<file path="src/wtc_regs.vh">
`ifndef WTC_REGS_VH
`define WTC_REGS_VH

// Register addresses
`define WTC_ADDR_COMPARE 32'h0FFFF8B1
`define WTC_ADDR_MODE 32'h0FFFF8B0
`define WTC_ADDR_WATCH_MODE 32'hFFFFF680
`define WTC_ADDR_STATUS 32'h0FFFF8B2

// Reset values
`define WTC_RST_COMPARE 8'h00
`define WTC_RST_MODE 8'h00
`define WTC_RST_WATCH_MODE 8'h00

// prescaler_mode fields
`define WTC_MODE_DIV_LO 0
`define WTC_MODE_DIV_HI 1
`define WTC_MODE_SUPPLY_EN 7
`define WTC_MODE_MASK 8'h83

// watch_operation_mode fields
`define WTC_WTM_RUN 0
`define WTC_WTM_TICK_RUN 1
`define WTC_WTM_TSEL_LO 2
`define WTC_WTM_TSEL_HI 3
`define WTC_WTM_ISEL_LO 4
`define WTC_WTM_ISEL_HI 6
`define WTC_WTM_CLK_SEL 7

// Timing: lowest tap and 5-bit counter divide as powers of two of the watch clock, and prescaler width
`define WTC_TAP_LOW 4
`define WTC_TAP_FIVE_BIT_DIV 9
`define WTC_PRE_BITS 11

`endif

</file>
<file path="src/wtc_brg.v">
`timescale 1ns/10ps
`default_nettype none

// Count clock generator: source prescaler plus compare divider.
// Produces single-cycle enables instead of derived clocks.
module wtc_brg
(
    // Clock and reset
    input wire mclk,
    input wire rst_n,
    // Control
    input wire supply_en,
    input wire [1:0] div_sel,
    input wire [7:0] compare,
    // Result
    output reg count_tick_r
);

    reg [2:0] pre_r;
    reg [7:0] cnt_r;
    reg half_r;
    reg src_tick;
    wire [7:0] last_val;

    // A compare value of zero wraps to 8'hFF, giving N of 256
    assign last_val = compare - 8'h01;

    // Clock control: main clock only reaches the divider while supplied
    always @(posedge mclk or negedge rst_n)
    begin
        if (!rst_n)
            pre_r <= 3'h0;
        else if (!supply_en)
            pre_r <= 3'h0;
        else
            pre_r <= pre_r + 3'h1;
    end

    always @*
    begin
        case (div_sel)
            2'h0: src_tick = supply_en;
            2'h1: src_tick = supply_en & pre_r[0];
            2'h2: src_tick = supply_en & (&pre_r[1:0]);
            default: src_tick = supply_en & (&pre_r[2:0]);
        endcase
    end

    always @(posedge mclk or negedge rst_n)
    begin
        if (!rst_n)
        begin
            cnt_r <= 8'h00;
            half_r <= 1'b0;
            count_tick_r <= 1'b0;
        end
        else if (!supply_en)
        begin
            cnt_r <= 8'h00;
            half_r <= 1'b0;
            count_tick_r <= 1'b0;
        end
        else
        begin
            count_tick_r <= 1'b0;
            if (src_tick)
            begin
                if (cnt_r == last_val)
                begin
                    cnt_r <= 8'h00;
                    half_r <= ~half_r;
                    // Rising half of the count clock: one tick per 2N
                    count_tick_r <= ~half_r;
                end
                else
                    cnt_r <= cnt_r + 8'h01;
            end
        end
    end

endmodule
`default_nettype wire

</file>
<file path="src/wtc_top.v">
//
// Contract
// - Watch tick every 0.5 or 0.25 s
// - Interval tick runs alongside watch tick
// - Gate main clock toward watch logic
// - Prescaler gives half, quarter, eighth rates
// - 8-bit counter counts selected source clock
// - Select derived count clock or subclock
// - 11-bit prescaler taps 2^4 to 2^11
// - 5-bit counter counts fw or fw/2^9
// - Watch period 2^4, 2^5, 2^13, 2^14
// - Interval period any tap 2^4..2^11
// - Reset clears mode and compare registers
// - Mode bit-accessible, compare byte only
// - Count clock equals source over 2N
// - Run bits start; run clear clears counters
// - Derived clock only while supply enabled
// - Two bits select divide value m
//
`timescale 1ns/10ps
`default_nettype none
`include "wtc_regs.vh"

module wtc_top
(
    // Clock and reset
    input wire mclk,
    input wire arst_n,
    // Subclock pin
    input wire sub_oscillator_clock,
    // Register port
    input wire [31:0] reg_addr,
    input wire [7:0] reg_wdata,
    input wire reg_wr,
    input wire reg_rd,
    output reg [7:0] reg_rdata_r,
    // Interrupt requests
    output reg watch_tick_irq_r,
    output reg interval_tick_irq_r
);

    reg rst_s1_r;
    reg rst_n_r;
    reg [7:0] prescaler_compare_r;
    reg [7:0] prescaler_mode_r;
    reg [7:0] watch_operation_mode_r;
    reg sub_s1_r;
    reg sub_s2_r;
    reg sub_s3_r;
    reg [10:0] pre_r;
    reg [4:0] tick_cnt_r;
    reg [7:0] rdata_nxt;
    reg five_tick;
    reg watch_hit;
    wire count_tick;
    wire sub_tick;
    wire fw_tick;
    wire run;
    wire tick_run;
    wire [1:0] div_sel;
    wire [1:0] watch_sel;
    wire [2:0] ival_sel;
    wire [7:0] tap_tick;
    wire [10:0] pre_inc;

    // Reset release through two flops
    always @(posedge mclk or negedge arst_n)
    begin
        if (!arst_n)
        begin
            rst_s1_r <= 1'b0;
            rst_n_r <= 1'b0;
        end
        else
        begin
            rst_s1_r <= 1'b1;
            rst_n_r <= rst_s1_r;
        end
    end

    // Register writes; byte-wide only, which satisfies both access widths
    always @(posedge mclk or negedge rst_n_r)
    begin
        if (!rst_n_r)
        begin
            prescaler_compare_r <= `WTC_RST_COMPARE;
            prescaler_mode_r <= `WTC_RST_MODE;
            watch_operation_mode_r <= `WTC_RST_WATCH_MODE;
        end
        else if (reg_wr)
        begin
            if (reg_addr == `WTC_ADDR_COMPARE)
                prescaler_compare_r <= reg_wdata;
            if (reg_addr == `WTC_ADDR_MODE)
                prescaler_mode_r <= reg_wdata & `WTC_MODE_MASK;
            if (reg_addr == `WTC_ADDR_WATCH_MODE)
                watch_operation_mode_r <= reg_wdata;
        end
    end

    // Read data stand only in the cycle after the strobe
    always @*
    begin
        rdata_nxt = 8'h00;
        if (reg_rd)
        begin
            case (reg_addr)
                `WTC_ADDR_COMPARE: rdata_nxt = prescaler_compare_r;
                `WTC_ADDR_MODE: rdata_nxt = prescaler_mode_r;
                `WTC_ADDR_WATCH_MODE: rdata_nxt = watch_operation_mode_r;
                `WTC_ADDR_STATUS: rdata_nxt = {2'h0, run & tick_run, tick_cnt_r};
                default: rdata_nxt = 8'h00;
            endcase
        end
    end

    always @(posedge mclk or negedge rst_n_r)
    begin
        if (!rst_n_r)
            reg_rdata_r <= 8'h00;
        else
            reg_rdata_r <= rdata_nxt;
    end

    assign div_sel = {prescaler_mode_r[`WTC_MODE_DIV_HI], prescaler_mode_r[`WTC_MODE_DIV_LO]};
    assign run = watch_operation_mode_r[`WTC_WTM_RUN];
    assign tick_run = watch_operation_mode_r[`WTC_WTM_TICK_RUN];
    assign watch_sel = watch_operation_mode_r[`WTC_WTM_TSEL_HI:`WTC_WTM_TSEL_LO];
    assign ival_sel = watch_operation_mode_r[`WTC_WTM_ISEL_HI:`WTC_WTM_ISEL_LO];

    // Divide settings are assumed static while running; no shadowing is done
    wtc_brg u_brg
    (
        .mclk(mclk),
        .rst_n(rst_n_r),
        .supply_en(prescaler_mode_r[`WTC_MODE_SUPPLY_EN]),
        .div_sel(div_sel),
        .compare(prescaler_compare_r),
        .count_tick_r(count_tick)
    );

    // Subclock is far slower than mclk; sample and take its rising edge
    always @(posedge mclk or negedge rst_n_r)
    begin
        if (!rst_n_r)
        begin
            sub_s1_r <= 1'b0;
            sub_s2_r <= 1'b0;
            sub_s3_r <= 1'b0;
        end
        else
        begin
            sub_s1_r <= sub_oscillator_clock;
            sub_s2_r <= sub_s1_r;
            sub_s3_r <= sub_s2_r;
        end
    end

    assign sub_tick = sub_s2_r & ~sub_s3_r;

    // Watch clock source
    assign fw_tick = watch_operation_mode_r[`WTC_WTM_CLK_SEL] ? count_tick : sub_tick;

    // 11-bit prescaler; cleared while the run bit is low
    assign pre_inc = pre_r + 11'h001;

    always @(posedge mclk or negedge rst_n_r)
    begin
        if (!rst_n_r)
            pre_r <= 11'h000;
        else if (!run)
            pre_r <= 11'h000;
        else if (fw_tick)
            pre_r <= pre_inc;
    end

    // Tap k fires when the low k+4 prescaler bits are about to wrap
    genvar k;
    generate
        for (k = 0; k < 8; k = k + 1)
        begin : g_tap
            assign tap_tick[k] = run & fw_tick & (&pre_r[k + 3:0]);
        end
    endgenerate

    // 5-bit counter input: fw for short periods, fw/2^9 for long ones
    always @*
    begin
        if (watch_sel[1])
            five_tick = run & fw_tick;
        else
            five_tick = run & fw_tick & (&pre_r[`WTC_TAP_FIVE_BIT_DIV - 1:0]);
    end

    // Period select: 00 = 2^14, 01 = 2^13, 10 = 2^5, 11 = 2^4
    always @*
    begin
        case (watch_sel)
            2'h0: watch_hit = &tick_cnt_r[4:0];
            2'h1: watch_hit = &tick_cnt_r[3:0];
            2'h2: watch_hit = &tick_cnt_r[4:0];
            default: watch_hit = &tick_cnt_r[3:0];
        endcase
    end

    // Clearing only the tick-run bit lets software trim the watch phase
    // without disturbing the interval timer.
    always @(posedge mclk or negedge rst_n_r)
    begin
        if (!rst_n_r)
            tick_cnt_r <= 5'h00;
        else if (!run || !tick_run)
            tick_cnt_r <= 5'h00;
        else if (five_tick)
            tick_cnt_r <= tick_cnt_r + 5'h01;
    end

    // Interrupt pulses, one mclk cycle each
    always @(posedge mclk or negedge rst_n_r)
    begin
        if (!rst_n_r)
        begin
            watch_tick_irq_r <= 1'b0;
            interval_tick_irq_r <= 1'b0;
        end
        else
        begin
            watch_tick_irq_r <= run & tick_run & five_tick & watch_hit;
            interval_tick_irq_r <= tap_tick[ival_sel];
        end
    end

endmodule
`default_nettype wire

</file>
<file path="config.mk">
export PLATFORM = sky130hd
export DESIGN_NAME = wtc_top
export DESIGN_NICKNAME = d
export VERILOG_FILES = /design/src/wtc_brg.v /design/src/wtc_top.v
export VERILOG_INCLUDE_DIRS = /design/src
export SDC_FILE = /design/constraint.sdc
export NUM_CORES = 1
export LEC_CHECK = 0
export BUFFER_PORTS_ARGS = -buffer_cell sky130_fd_sc_hd__buf_2
export CAP_MARGIN = 40
export CORE_UTILIZATION = 50
export DETAILED_ROUTE_END_ITERATION = 10
export GPL_TIMING_DRIVEN = 0
export PLACE_DENSITY = 0.75
export SLEW_MARGIN = 10
export SYNTH_ARGS = -nofsm -noshare
export SYNTH_HDL_FRONTEND = slang
export SYNTH_SLANG_ARGS = --single-unit
</file>
<file path="constraint.sdc">
create_clock -name mclk -period 1.8 [get_ports mclk]
set_input_delay 0.36 -clock mclk [delete_from_list [all_inputs] [get_ports mclk]]
set_output_delay 0.36 -clock mclk [all_outputs]
set_load 0.01 [all_outputs]
</file>
==> metrics.md, run 1 <==
| Metric | Value |
|---|---|
| Final setup TNS | `-2.39 ns` |
| Worst setup margin | `-0.242 ns` |
| Clock Sinks | `63` |
| Slew Viols, Final | `0` |
| Switching portion of total power | `23.1%` |
| Post-synth EDFFs | `0` |
| Post-Syn Nets | `391` |
| Max-Cap Viols | `0` |
| Reg power frac | `54.4%` |
| Die Ht | `85.4 um` |
| Routed WL | `8680 um` |
| Post-Place Worst Slack | `-0.572 ns` |
| Worst Setup SP | `prescaler_compare_r[1]` |
| Comb pwr share | `3.8%` |
| Worst slew pin tran | `0.783 ns` |
| Post-synthesis mux area share | `7.99%` |
| Nature of the critical path startpoint | `flop` |
| Pin count of the biggest net entering global routing | `62` |
| FF+latch count, synth | `63` |
| Root Buffer | `clkbuf_8` |
| Adder-cell share of the synthesized area | `4.32%` |
| Period utilization | `113%` |
| Remaining antenna violation count | `0` |
| Die Area | `0.00729 mm^2` |
| Ant diodes | `0` |
| H-tree lvl count | `3` |
| Hold Crit Start | `sub_oscillator_clock` |
| Clock slew at reported path FFs | `0.07 ns` |
| Largest family of logic cells by synthesized area | `simple AND/OR/NAND/NOR gates` |
| HP Class | `in -> reg` |
| Clock network power share | `41.8%` |
| Share of post-route cells with drive strength above 1 | `43.3%` |
| Final hold vios | `0` |
| Status | `complete, but fails checks` |
| Drt via density | `5.99` |
| Crit path time final | `2.04 ns` |
| Area of the core | `0.00676 mm^2` |
| Horiz. Die Dim | `85.4 um` |
| Unrepaired setup endpoints after global routing | `true` |
| Area contributors post-synth | `dfrtp_1, mux2_2, ha_1` |
| Peak VDD IR | `0.000394 V` |
| Total Routing Usage GR | `24.7%` |
| Leakage power | `1.96 nW` |
| Distinct cells, synth | `58` |
| P_int | `2.05 mW` |
| NetSw | `0.615 mW` |
| Hold Slack | `0.149 ns` |
| Synth Flop Type | `dfrtp_1` |
| CP Capture Type | `flop` |
| Mean Syn Cell Area | `10.4 um^2` |
| Vias in the first global route | `2942` |
| Placed Instances | `467` |
| Worst setup path class | `reg -> reg` |
| Seq/Total Area, Yosys | `45.4%` |
| First-pass GRT wire length | `13700 um` |
| Async SR Flop Fraction | `100%` |
| Clock skew | `0.0137 ns` |
| Most frequent cell after synthesis | `dfrtp_1` |
| Post-Synthesis Cells | `334` |
| Starting Density | `51.4%` |
| 1st-iter DRT viols | `112` |
| Synth Cell Area | `0.00347 mm^2` |
| Initial antenna violation count | `0` |
| TritonCTS clock tree | `yes` |
| F_max | `490 MHz` |
| HPWL after DPL | `5610 um` |
| Clock latency on the worst-skew pair | `0.35 ns` |
| Grt ovf | `0` |
| Area Growth Syn to Fin | `33.3%` |
| Yosys warns | `0` |
| Relative slew slack | `47.8%` |
| Worst r2r src | `prescaler_compare_r[1]` |
| CP Max Fanout | `6` |
| TritonRoute pass-1 iters | `4` |
| Routed WL per cell | `17.1 um` |
| XOR/XNOR share of the synthesized area | `6.05%` |
| Buffers on Ports | `53` |
| Post-Layout Cell Count | `507` |
| Data required, critical path | `2.00 ns` |
| Endpoints failing setup | `16` |
| Pwr dens | `574 mW/mm^2` |
| Area occupied by multi-input gates | `0.00217 mm^2` |
| Routability Congestion | `0.834` |
| IO Count | `55` |
| CTS Buf Count | `9` |
| Area share of and/or/nand/nor cells after synthesis | `21.8%` |
| Register Area | `0.00158 mm^2` |
| Routed vias | `3037` |
| Top post-synthesis cells by count | `dfrtp_1, nor2_1, nand2_1, mux2_2, xnor2_1` |
| Placement Rows | `30` |
| CTS max path bufs | `2` |
| Number of fill cells | `491` |
| Post-synthesis compound-gate area fraction | `11.3%` |
| DRC viols | `0` |
| Failing checks | `setup timing` |
| Nets@finish | `479` |
| Share of the synthesized area in the top cell type | `45.4%` |
| Area leader, netlist | `dfrtp_1` |
| Arr. time, crit path | `2.25 ns` |
==> registers in the layout (all words and copies together), names as in the netlist, 3 cells and up <==
signal and cells:
prescaler_mode_r 3, prescaler_compare_r 8, reg_rdata_r 8, tick_cnt_r 5, u_brg.cnt_r 8, watch_operation_mode_r 8
u_brg.pre_r 3, pre_r 11
==> final timing paths <==
kind | to | slack [ns] | cells past startpoint
worst max-delay path | u_brg.cnt_r[7] | -0.24 | 6
worst min-delay path | sub_s1_r | 0.15 | 1
worst max register to register | u_brg.cnt_r[7] | -0.24 | 6
worst min register to register | rst_n_r | 0.35 | 0
max in group asynchronous | prescaler_compare_r[1] | 0.83 | 0
min in group asynchronous | rst_n_r | 0.35 | 2
==> cells by family after synthesis <==
| family | after synthesis |
|---|---|
| simple gates | 137 |
| flops | 63 |
| compound gates | 48 |
| buf+inv | 25 |
| xor+xnor | 24 |
| mux | 24 |
| fa+ha+maj | 12 |
| other cells | 1 |
==> cell usage in the layout (no fill, tap or decap), drive strengths merged, types with 4 or more instances in the layout <==
cell | netlist | final
ha | 12 | 12
nor4 | 6 | 6
and3 | 9 | 9
xnor2 | 15 | 15
buf | 3 | 84
a21oi | 7 | 7
nand2b | 4 | 4
nand3 | 14 | 14
xor2 | 9 | 9
dfrtp | 63 | 63
inv | 11 | 11
nand4 | 11 | 11
nor2 | 27 | 27
mux2 | 20 | 20
o21ai | 4 | 4
a211oi | 5 | 5
nand2 | 24 | 24
o22a | 6 | 6
clkbuf | 10 | 18
nor3b | 5 | 5
a22oi | 7 | 7
nor3 | 13 | 13
==> metrics by stage <==
step                      power (mW)  cell area (um^2)  util, %
final                           2.66              4630     68.6
after floorplan                 1.49              3560        -
after CTS                       2.66              4440     65.7
after global routing            2.74              4630     68.6
after detailed placement        1.56              3930     58.1
after global placement          1.56              3920     58.1
==> routing by layer <==
| metal | track usage, % | up-vias | wire length [um] |
|---|---|---|---|
| met3 | 3.99 | 29 | 365 |
| met2 | 40.7 | 105 | 4280 |
| met4 | 13.2 | 0 | 289 |
| met5 | 0 | - | 0 |
| li1 | - | 1397 | - |
| met1 | 31.4 | 1506 | 3740 |
==> critical path: stages (launching register included) <==
cell and delay, ns:
dfrtp_2 0.45, or4_4 0.55, a2111oi_4 0.26, nor2_4 0.10, a2111oi_4 0.31, buf_6 0.18, nor3_1 0.06
==> power by group through the flow <==
stage,registers [mW],logic [mW],clock network (mW)
after floorplan,1.47,0.0258,0
after global placement,1.48,0.0841,0
after detailed placement,1.48,0.0863,0
after CTS,1.45,0.0917,1.11
after global routing,1.45,0.109,1.18
final,1.45,0.101,1.11
==> area by class of cell <==
type / count / share of cell area, %
clock buffers: 13 / 3.43
inverters: 12 / 0.972
clock inverters: 3 / 0.378
repair buffers: 82 / 11.0
flip-flops and latches: 63 / 34.2
multi-input cells: 246 / 46.9
well taps: 80 / 2.16
plain buffers: 8 / 0.972
==> what timing repair did <==
action                     4_1_cts  5_1_grt
gates cloned                     0        0
hold buffers                     1        0
pin swaps                       24       21
setup endpoints to repair       41       33
buffers inserted                21        7
hold endpoints to repair         2        0
resized for setup               43       31
(Power assumes the default switching activity.)
==> run 2, diff against run 1 <==
CORE_ASPECT_RATIO = 1.5   (was default)
clock period = 1.75 ns   (was 1.8 ns; I/O delays follow)
==> metrics.md, run 2 (same netlist as run 1, synthesis figures left out) <==
| Metric | Value |
|---|---|
| Status | `complete, but fails checks (unchanged)` |
| Failing checks | `setup timing (unchanged)` |
| Crit path time final | `2.06 ns (was 2.04 ns)` |
| Clock latency on the worst-skew pair | `0.35 ns (about the same)` |
| Hold Crit Start | `sub_oscillator_clock (unchanged)` |
| Data required, critical path | `1.99 ns (was 2.00 ns)` |
| Peak VDD IR | `0.000496 V (was 0.000394 V)` |
| Initial antenna violation count | `0 (unchanged)` |
| Root Buffer | `clkbuf_8 (unchanged)` |
| Clock skew | `0.00592 ns (was 0.0137 ns)` |
| Vias in the first global route | `3085 (was 2942)` |
| Grt ovf | `0 (unchanged)` |
| Share of post-route cells with drive strength above 1 | `43.2% (was 43.3%)` |
| CP Max Fanout | `3 (was 6)` |
| CTS max path bufs | `2 (unchanged)` |
| Total power | `2.75 mW (was 2.66 mW)` |
| Remaining antenna violation count | `0 (unchanged)` |
| Placement Rows | `36 (was 30)` |
| Top reg by flops | `pre_r (unchanged)` |
| Routability Congestion | `0.850 (was 0.834)` |
| Nature of the critical path startpoint | `flop (unchanged)` |
| Routed WL | `8890 um (was 8680 um)` |
| Die Area | `0.00729 mm^2 (about the same)` |
| CTS Buf Count | `9 (unchanged)` |
| Drt via density | `5.93 (was 5.99)` |
| Commonest non-fill, non-tap cell in the layout | `dfrtp_1 (unchanged)` |
| First-pass GRT wire length | `14300 um (was 13700 um)` |
| Slew Viols, Final | `0 (unchanged)` |
| Worst setup path class | `reg -> reg (unchanged)` |
| Pin count of the biggest net entering global routing | `62 (unchanged)` |
| Commonest non-fill, non-tap cells in the layout | `dfrtp_1, buf_2, buf_4, nand2_1, nor2_1 (unchanged)` |
| Total Routing Usage GR | `25.1% (was 24.7%)` |
| Routed WL per cell | `17.7 um (was 17.1 um)` |
| Final hold vios | `0 (unchanged)` |
| Die Ht | `104 um (was 85.4 um)` |
| Routed vias | `2977 (was 3037)` |
| Horiz. Die Dim | `70.1 um (was 85.4 um)` |
| Worst-case reg-to-reg path depth | `7 (was 6)` |
| Leakage power | `1.97 nW (was 1.96 nW)` |
| Starting Density | `52.5% (was 51.4%)` |
| DRC viols | `0 (unchanged)` |
| Period utilization | `118% (was 113%)` |
| Ant diodes | `0 (unchanged)` |
| Nets@finish | `478 (was 479)` |
| FF-to-FF End | `interval_tick_irq_r (was u_brg.cnt_r[7])` |
| F_max | `485 MHz (was 490 MHz)` |
| HPWL after DPL | `5830 um (was 5610 um)` |
| H-tree lvl count | `3 (unchanged)` |
| Fin area | `0.00464 mm^2 (was 0.00463 mm^2)` |
| Arr. time, crit path | `2.31 ns (was 2.25 ns)` |
| Placed Instances | `463 (was 467)` |
| Min-Delay Endpoint | `sub_s1_r (unchanged)` |
| TritonCTS clock tree | `yes (unchanged)` |
| Clock Sinks | `63 (unchanged)` |
| Area of the core | `0.00662 mm^2 (was 0.00676 mm^2)` |
| Buffers on Ports | `53 (unchanged)` |
| Endpoints failing setup | `17 (was 16)` |
| Relative slew slack | `47.5% (was 47.8%)` |
| TritonRoute pass-1 iters | `4 (unchanged)` |
| Area Growth Syn to Fin | `33.6% (was 33.3%)` |
| Unrepaired setup endpoints after global routing | `true (unchanged)` |
| R2R Setup Slk | `-0.31 ns (was -0.24 ns)` |
| Worst slew pin tran | `0.788 ns (was 0.783 ns)` |
| Worst r2r src | `pre_r[1] (was prescaler_compare_r[1])` |
| Clock slew at reported path FFs | `0.07 ns (about the same)` |
| 1st-iter DRT viols | `122 (was 112)` |
| Worst setup margin | `-0.312 ns (was -0.242 ns)` |
| Number of fill cells | `468 (was 491)` |
| WHS Path Cells | `1 (unchanged)` |
| IO Count | `55 (unchanged)` |
| Max-Cap Viols | `0 (unchanged)` |
| CP Capture Type | `flop (unchanged)` |
| Post-DP Area | `0.00393 mm^2 (about the same)` |
| Post-Layout Cell Count | `502 (was 507)` |
| HP Class | `in -> reg (unchanged)` |
| Pwr dens | `593 mW/mm^2 (was 574 mW/mm^2)` |
| Number of flip-flops in the largest register | `11 (unchanged)` |
==> run 2: cell count changes in the layout (fill, tap and decap cells not counted), sizes merged <==
cell,previous run,this run
buf,84,83
==> run 2: stage by stage <==
step	hold WS, ns	setup WS [ns]	util, %	setup TNS (ns)
2_1_floorplan	0.0544	-0.316	-	-5.79
4_1_cts	0.0926	-0.265	67.0	-3.46
6_report	0.102	-0.312	70.1	-3.43
5_1_grt	0.103	-0.350	70.1	-5.07
3_5_place_dp	0.137	-0.640	59.4	-20.11
3_3_place_gp	0.135	-0.621	59.4	-17.47
==> run 2: timing repair <==
action                                 in CTS  in global routing
buffers inserted                           18                  9
setup endpoints to repair                  42                 42
pin swaps                                  23                 24
hold buffers                                1                  0
cloned                                      0                  0
resized for setup                          45                 33
endpoints found under the hold margin       2                  0
==> run 2: report_power, final <==
part | internal (mW) | switching (mW) | total, mW
clock | 0.587 | 0.573 | 1.16
sequential | 1.46 | 0.0280 | 1.49
combinational | 0.0547 | 0.0478 | 0.103
==> run 2: worst max path at each step <==
| stage | start | end | slack [ns] |
|---|---|---|---|
| 2_1_floorplan | reg_addr[30] | prescaler_compare_r[0] | -0.32 |
| 3_3_place_gp | reg_addr[30] | prescaler_compare_r[6] | -0.62 |
| 3_5_place_dp | reg_addr[30] | prescaler_compare_r[4] | -0.64 |
| 4_1_cts | pre_r[1] | tick_cnt_r[3] | -0.26 |
| 5_1_grt | u_brg.cnt_r[5] | u_brg.cnt_r[4] | -0.35 |
| 6_report | pre_r[1] | interval_tick_irq_r | -0.31 |
==> run 2: area by class of cell <==
| type | instances | area (um^2) | share of cell area, % |
|---|---|---|---|
| buffer | 8 | 48.8 | 1.05 |
| sequential | 63 | 1580 | 34.1 |
| multi-input combinational | 246 | 2180 | 46.9 |
| tap | 76 | 95.1 | 2.05 |
| timing repair buffer | 81 | 513 | 11.1 |
| inverter | 12 | 45.0 | 0.971 |
| clock buffer | 13 | 159 | 3.42 |
| clock inverter | 3 | 17.5 | 0.377 |
==> run 2: routing by layer <==
layer  global-route usage (%)  up-vias  wire length [um]
met2                     45.3       65              4770
met5                        0        -                 0
met1                     26.6     1497              3500
met3                     4.36       25               243
li1                         -     1390                 -
met4                     14.9        0               388
==> run 2: critical path, stage by stage, from the launching register on <==
cell and delay (ns):
dfrtp_1 0.41, ha_2 0.22, buf_6 0.12, and3_4 0.18
ha_4 0.15, mux2_4 0.25, mux4_2 0.47, and3_1 0.16
==> run 3, diff against run 2 <==
--- a/config.mk
+++ b/config.mk
@@ -13,4 +13,5 @@
 export DETAILED_ROUTE_END_ITERATION = 10
 export GPL_TIMING_DRIVEN = 0
+export HOLD_SLACK_MARGIN = 0.06
 export PLACE_DENSITY = 0.75
 export SLEW_MARGIN = 10
@@ -18,2 +19,3 @@
 export SYNTH_HDL_FRONTEND = slang
 export SYNTH_SLANG_ARGS = --single-unit
+export TNS_END_PERCENT = 30
==> constraint.sdc (replaced) <==
create_clock -name mclk -period 1.75 [get_ports mclk]
set_input_delay 0.2625 -clock mclk [delete_from_list [all_inputs] [get_ports mclk]]
set_output_delay 0.2625 -clock mclk [all_outputs]
set_load 0.01 [all_outputs]
==> metrics.md, run 3 (same netlist as run 1, synthesis figures left out) <==
| Metric | Value |
|---|---|
| Status | `complete, but fails checks (unchanged)` |
| Failing checks | `setup timing (unchanged)` |
| Final hold vios | `0 (unchanged)` |
| Relative slew slack | `46.3% (was 47.5%)` |
| Unrepaired setup endpoints after global routing | `true (unchanged)` |
| Die Ht | `104 um (unchanged)` |
| Cell Chain, Critical Path | `or4_4, a2111oi_4, nor2_4, a2111oi_4, buf_6, nor3_2 (was ha_2, buf_6, and3_4, ha_4, mux2_4, mux4_2, and3_1)` |
| Die Area | `0.00729 mm^2 (unchanged)` |
| Endpoints failing setup | `25 (was 17)` |
| Buffers on Ports | `53 (unchanged)` |
| Routability Congestion | `0.804 (was 0.850)` |
| Final Core Density | `69.5% (was 70.1%)` |
| Initial antenna violation count | `0 (unchanged)` |
| Pwr dens | `577 mW/mm^2 (was 593 mW/mm^2)` |
| Nature of the critical path startpoint | `flop (unchanged)` |
| Clock slew at reported path FFs | `0.07 ns (about the same)` |
| HPWL after DPL | `5750 um (was 5830 um)` |
| Nets@finish | `477 (was 478)` |
| Drt via density | `5.89 (was 5.93)` |
| Worst r2r src | `prescaler_compare_r[1] (was pre_r[1])` |
| Area of the core | `0.00662 mm^2 (unchanged)` |
| Number of flip-flops in the largest register | `11 (unchanged)` |
| First-pass GRT wire length | `14600 um (was 14300 um)` |
| Max-Cap Viols | `0 (unchanged)` |
| Top reg by flops | `pre_r (unchanged)` |
| CTS max path bufs | `2 (unchanged)` |
| Placement Rows | `36 (unchanged)` |
| TritonRoute pass-1 iters | `5 (was 4)` |
| HP Class | `in -> reg (unchanged)` |
| CTS Buf Count | `9 (unchanged)` |
| Ant diodes | `0 (unchanged)` |
| Routed WL per cell | `17.6 um (was 17.7 um)` |
| F_max | `503 MHz (was 485 MHz)` |
| IO Count | `55 (unchanged)` |
| Worst setup path class | `reg -> reg (unchanged)` |
| Commonest non-fill, non-tap cell in the layout | `dfrtp_1 (unchanged)` |
| Clock skew | `0.00808 ns (was 0.00592 ns)` |
| Slew Viols, Final | `0 (unchanged)` |
| Worst path bufs/invs | `1 (unchanged)` |
| Root Buffer | `clkbuf_8 (unchanged)` |
| Commonest non-fill, non-tap cells in the layout | `dfrtp_1, buf_2, nand2_1, nor2_1, buf_4 (was dfrtp_1, buf_2, buf_4, nand2_1, nor2_1)` |
| Clock Sinks | `63 (unchanged)` |
| Total Routing Usage GR | `25.4% (was 25.1%)` |
| Routed WL | `8770 um (was 8890 um)` |
| Period utilization | `114% (was 118%)` |
| TritonCTS clock tree | `yes (unchanged)` |
| H-tree lvl count | `3 (unchanged)` |
| Grt ovf | `0 (unchanged)` |
| Worst path max stage delay | `0.55 ns (was 0.47 ns)` |
| Area Growth Syn to Fin | `32.4% (was 33.6%)` |
| Peak VDD IR | `0.000383 V (was 0.000496 V)` |
| Arr. time, crit path | `2.21 ns (was 2.31 ns)` |
| Worst slew pin tran | `0.805 ns (was 0.788 ns)` |
| R2R Setup Slk | `-0.24 ns (was -0.31 ns)` |
| Placed Instances | `463 (unchanged)` |
| Horiz. Die Dim | `70.1 um (unchanged)` |
| CP max-delay cell | `or4_4 (was mux4_2)` |
| Worst Setup SP | `prescaler_compare_r[1] (was pre_r[1])` |
| Vias in the first global route | `3074 (was 3085)` |
| Pin count of the biggest net entering global routing | `62 (unchanged)` |
| DRC viols | `0 (unchanged)` |
| Data required, critical path | `1.97 ns (was 1.99 ns)` |
| Remaining antenna violation count | `0 (unchanged)` |
| Routed vias | `2940 (was 2977)` |
| Post-Layout Cell Count | `499 (was 502)` |
| Clock latency on the worst-skew pair | `0.34 ns (was 0.35 ns)` |
| CP Capture Type | `flop (unchanged)` |
| CP dominant cell by count | `a2111oi_4` |
| Worst setup margin | `-0.238 ns (was -0.312 ns)` |
| CP Max Fanout | `6 (was 3)` |
| Leakage power | `1.94 nW (was 1.97 nW)` |
| Share of post-route cells with drive strength above 1 | `42.6% (was 43.2%)` |
| Crit path max-delay family | `simple AND/OR/NAND/NOR gates (was multiplexers)` |
| 1st-iter DRT viols | `215 (was 122)` |
| Crit path time final | `1.99 ns (was 2.06 ns)` |
| Hold Crit Start | `reg_wdata[6] (was sub_oscillator_clock)` |
| Starting Density | `52.5% (unchanged)` |
| Total power | `2.66 mW (was 2.75 mW)` |
==> run 3: changes by cell type in the layout (fill, tap and decap cells not counted), moves of 2 or more <==
cell      previous run  this run
a211oi_2             3         1
a211oi_4             2         4
buf_2               51        53
buf_6               10         7
inv_1               10         8
inv_2                1         3
nor2_1              16        22
nor2_2               6         1
nor3_1               6         4
nor3_2               6         9
nor4_1               3         0
nor4_2               0         3
==> run 3: timing repair <==
item | in CTS | in global routing
pin swaps | 26 | 12
gates resized for setup | 44 | 30
setup buffers | 20 | 5
hold buffers | 2 | 0
hold endpoints to repair | 3 | 0
endpoints found under the setup margin | 46 | 49
==> run 3: final cells by class <==
class,instances,area (um^2)
Buffer,8,50.0
Timing Repair Buffer,80,494
Tap cell,76,95.1
Multi-Input combinational cell,246,2180
Sequential cell,63,1590
Clock buffer,12,145
Clock inverter,2,10.0
Fill cell,468,2020
Inverter,12,45.0
==> run 3: path summary, 6_finish.rpt <==
kind / end / cells past startpoint
max in group asynchronous: prescaler_compare_r[5] / 0
setup / recovery: u_brg.cnt_r[4] / 6
hold reg to reg: rst_n_r / 0
setup reg to reg: u_brg.cnt_r[4] / 6
min in group asynchronous: rst_n_r / 2
hold / removal: prescaler_compare_r[6] / 2
==> run 3: worst register-to-register path, stage by stage (launching register included) <==
cell and delay [ns]:
dfrtp_2 0.44, or4_4 0.56, a2111oi_4 0.26, nor2_4 0.09
a2111oi_4 0.30, buf_6 0.18, nor3_2 0.05
==> run 3: layer usage <==
| metal | track usage (%) | vias to the layer above | wire length [um] | share of wire (%) |
|---|---|---|---|---|
| met2 | 45.7 | 46 | 4890 | 56 |
| met3 | 3.78 | 30 | 181 | 2.1 |
| met4 | 13.7 | 0 | 330 | 3.8 |
| met1 | 28.1 | 1477 | 3370 | 38 |
| met5 | 0 | - | 0 | 0 |
| li1 | - | 1387 | - | - |
==> run 3: through the flow <==
step                      setup slack (ns)  cell area (um^2)  hold WS (ns)  setup TNS, ns
final                               -0.238              4600         0.163          -4.87
after global routing                -0.321              4600         0.163          -6.37
after CTS                           -0.296              4430         0.156          -4.62
after detailed placement            -0.562              3930        0.0508         -18.20
after global placement              -0.556              3920        0.0475         -17.31
after floorplan                     -0.228              3560       -0.0331          -4.21
==> run 3: power by group <==
part           switching, mW  internal, mW
combinational         0.0464        0.0559
clock                  0.531         0.533
sequential            0.0286          1.46
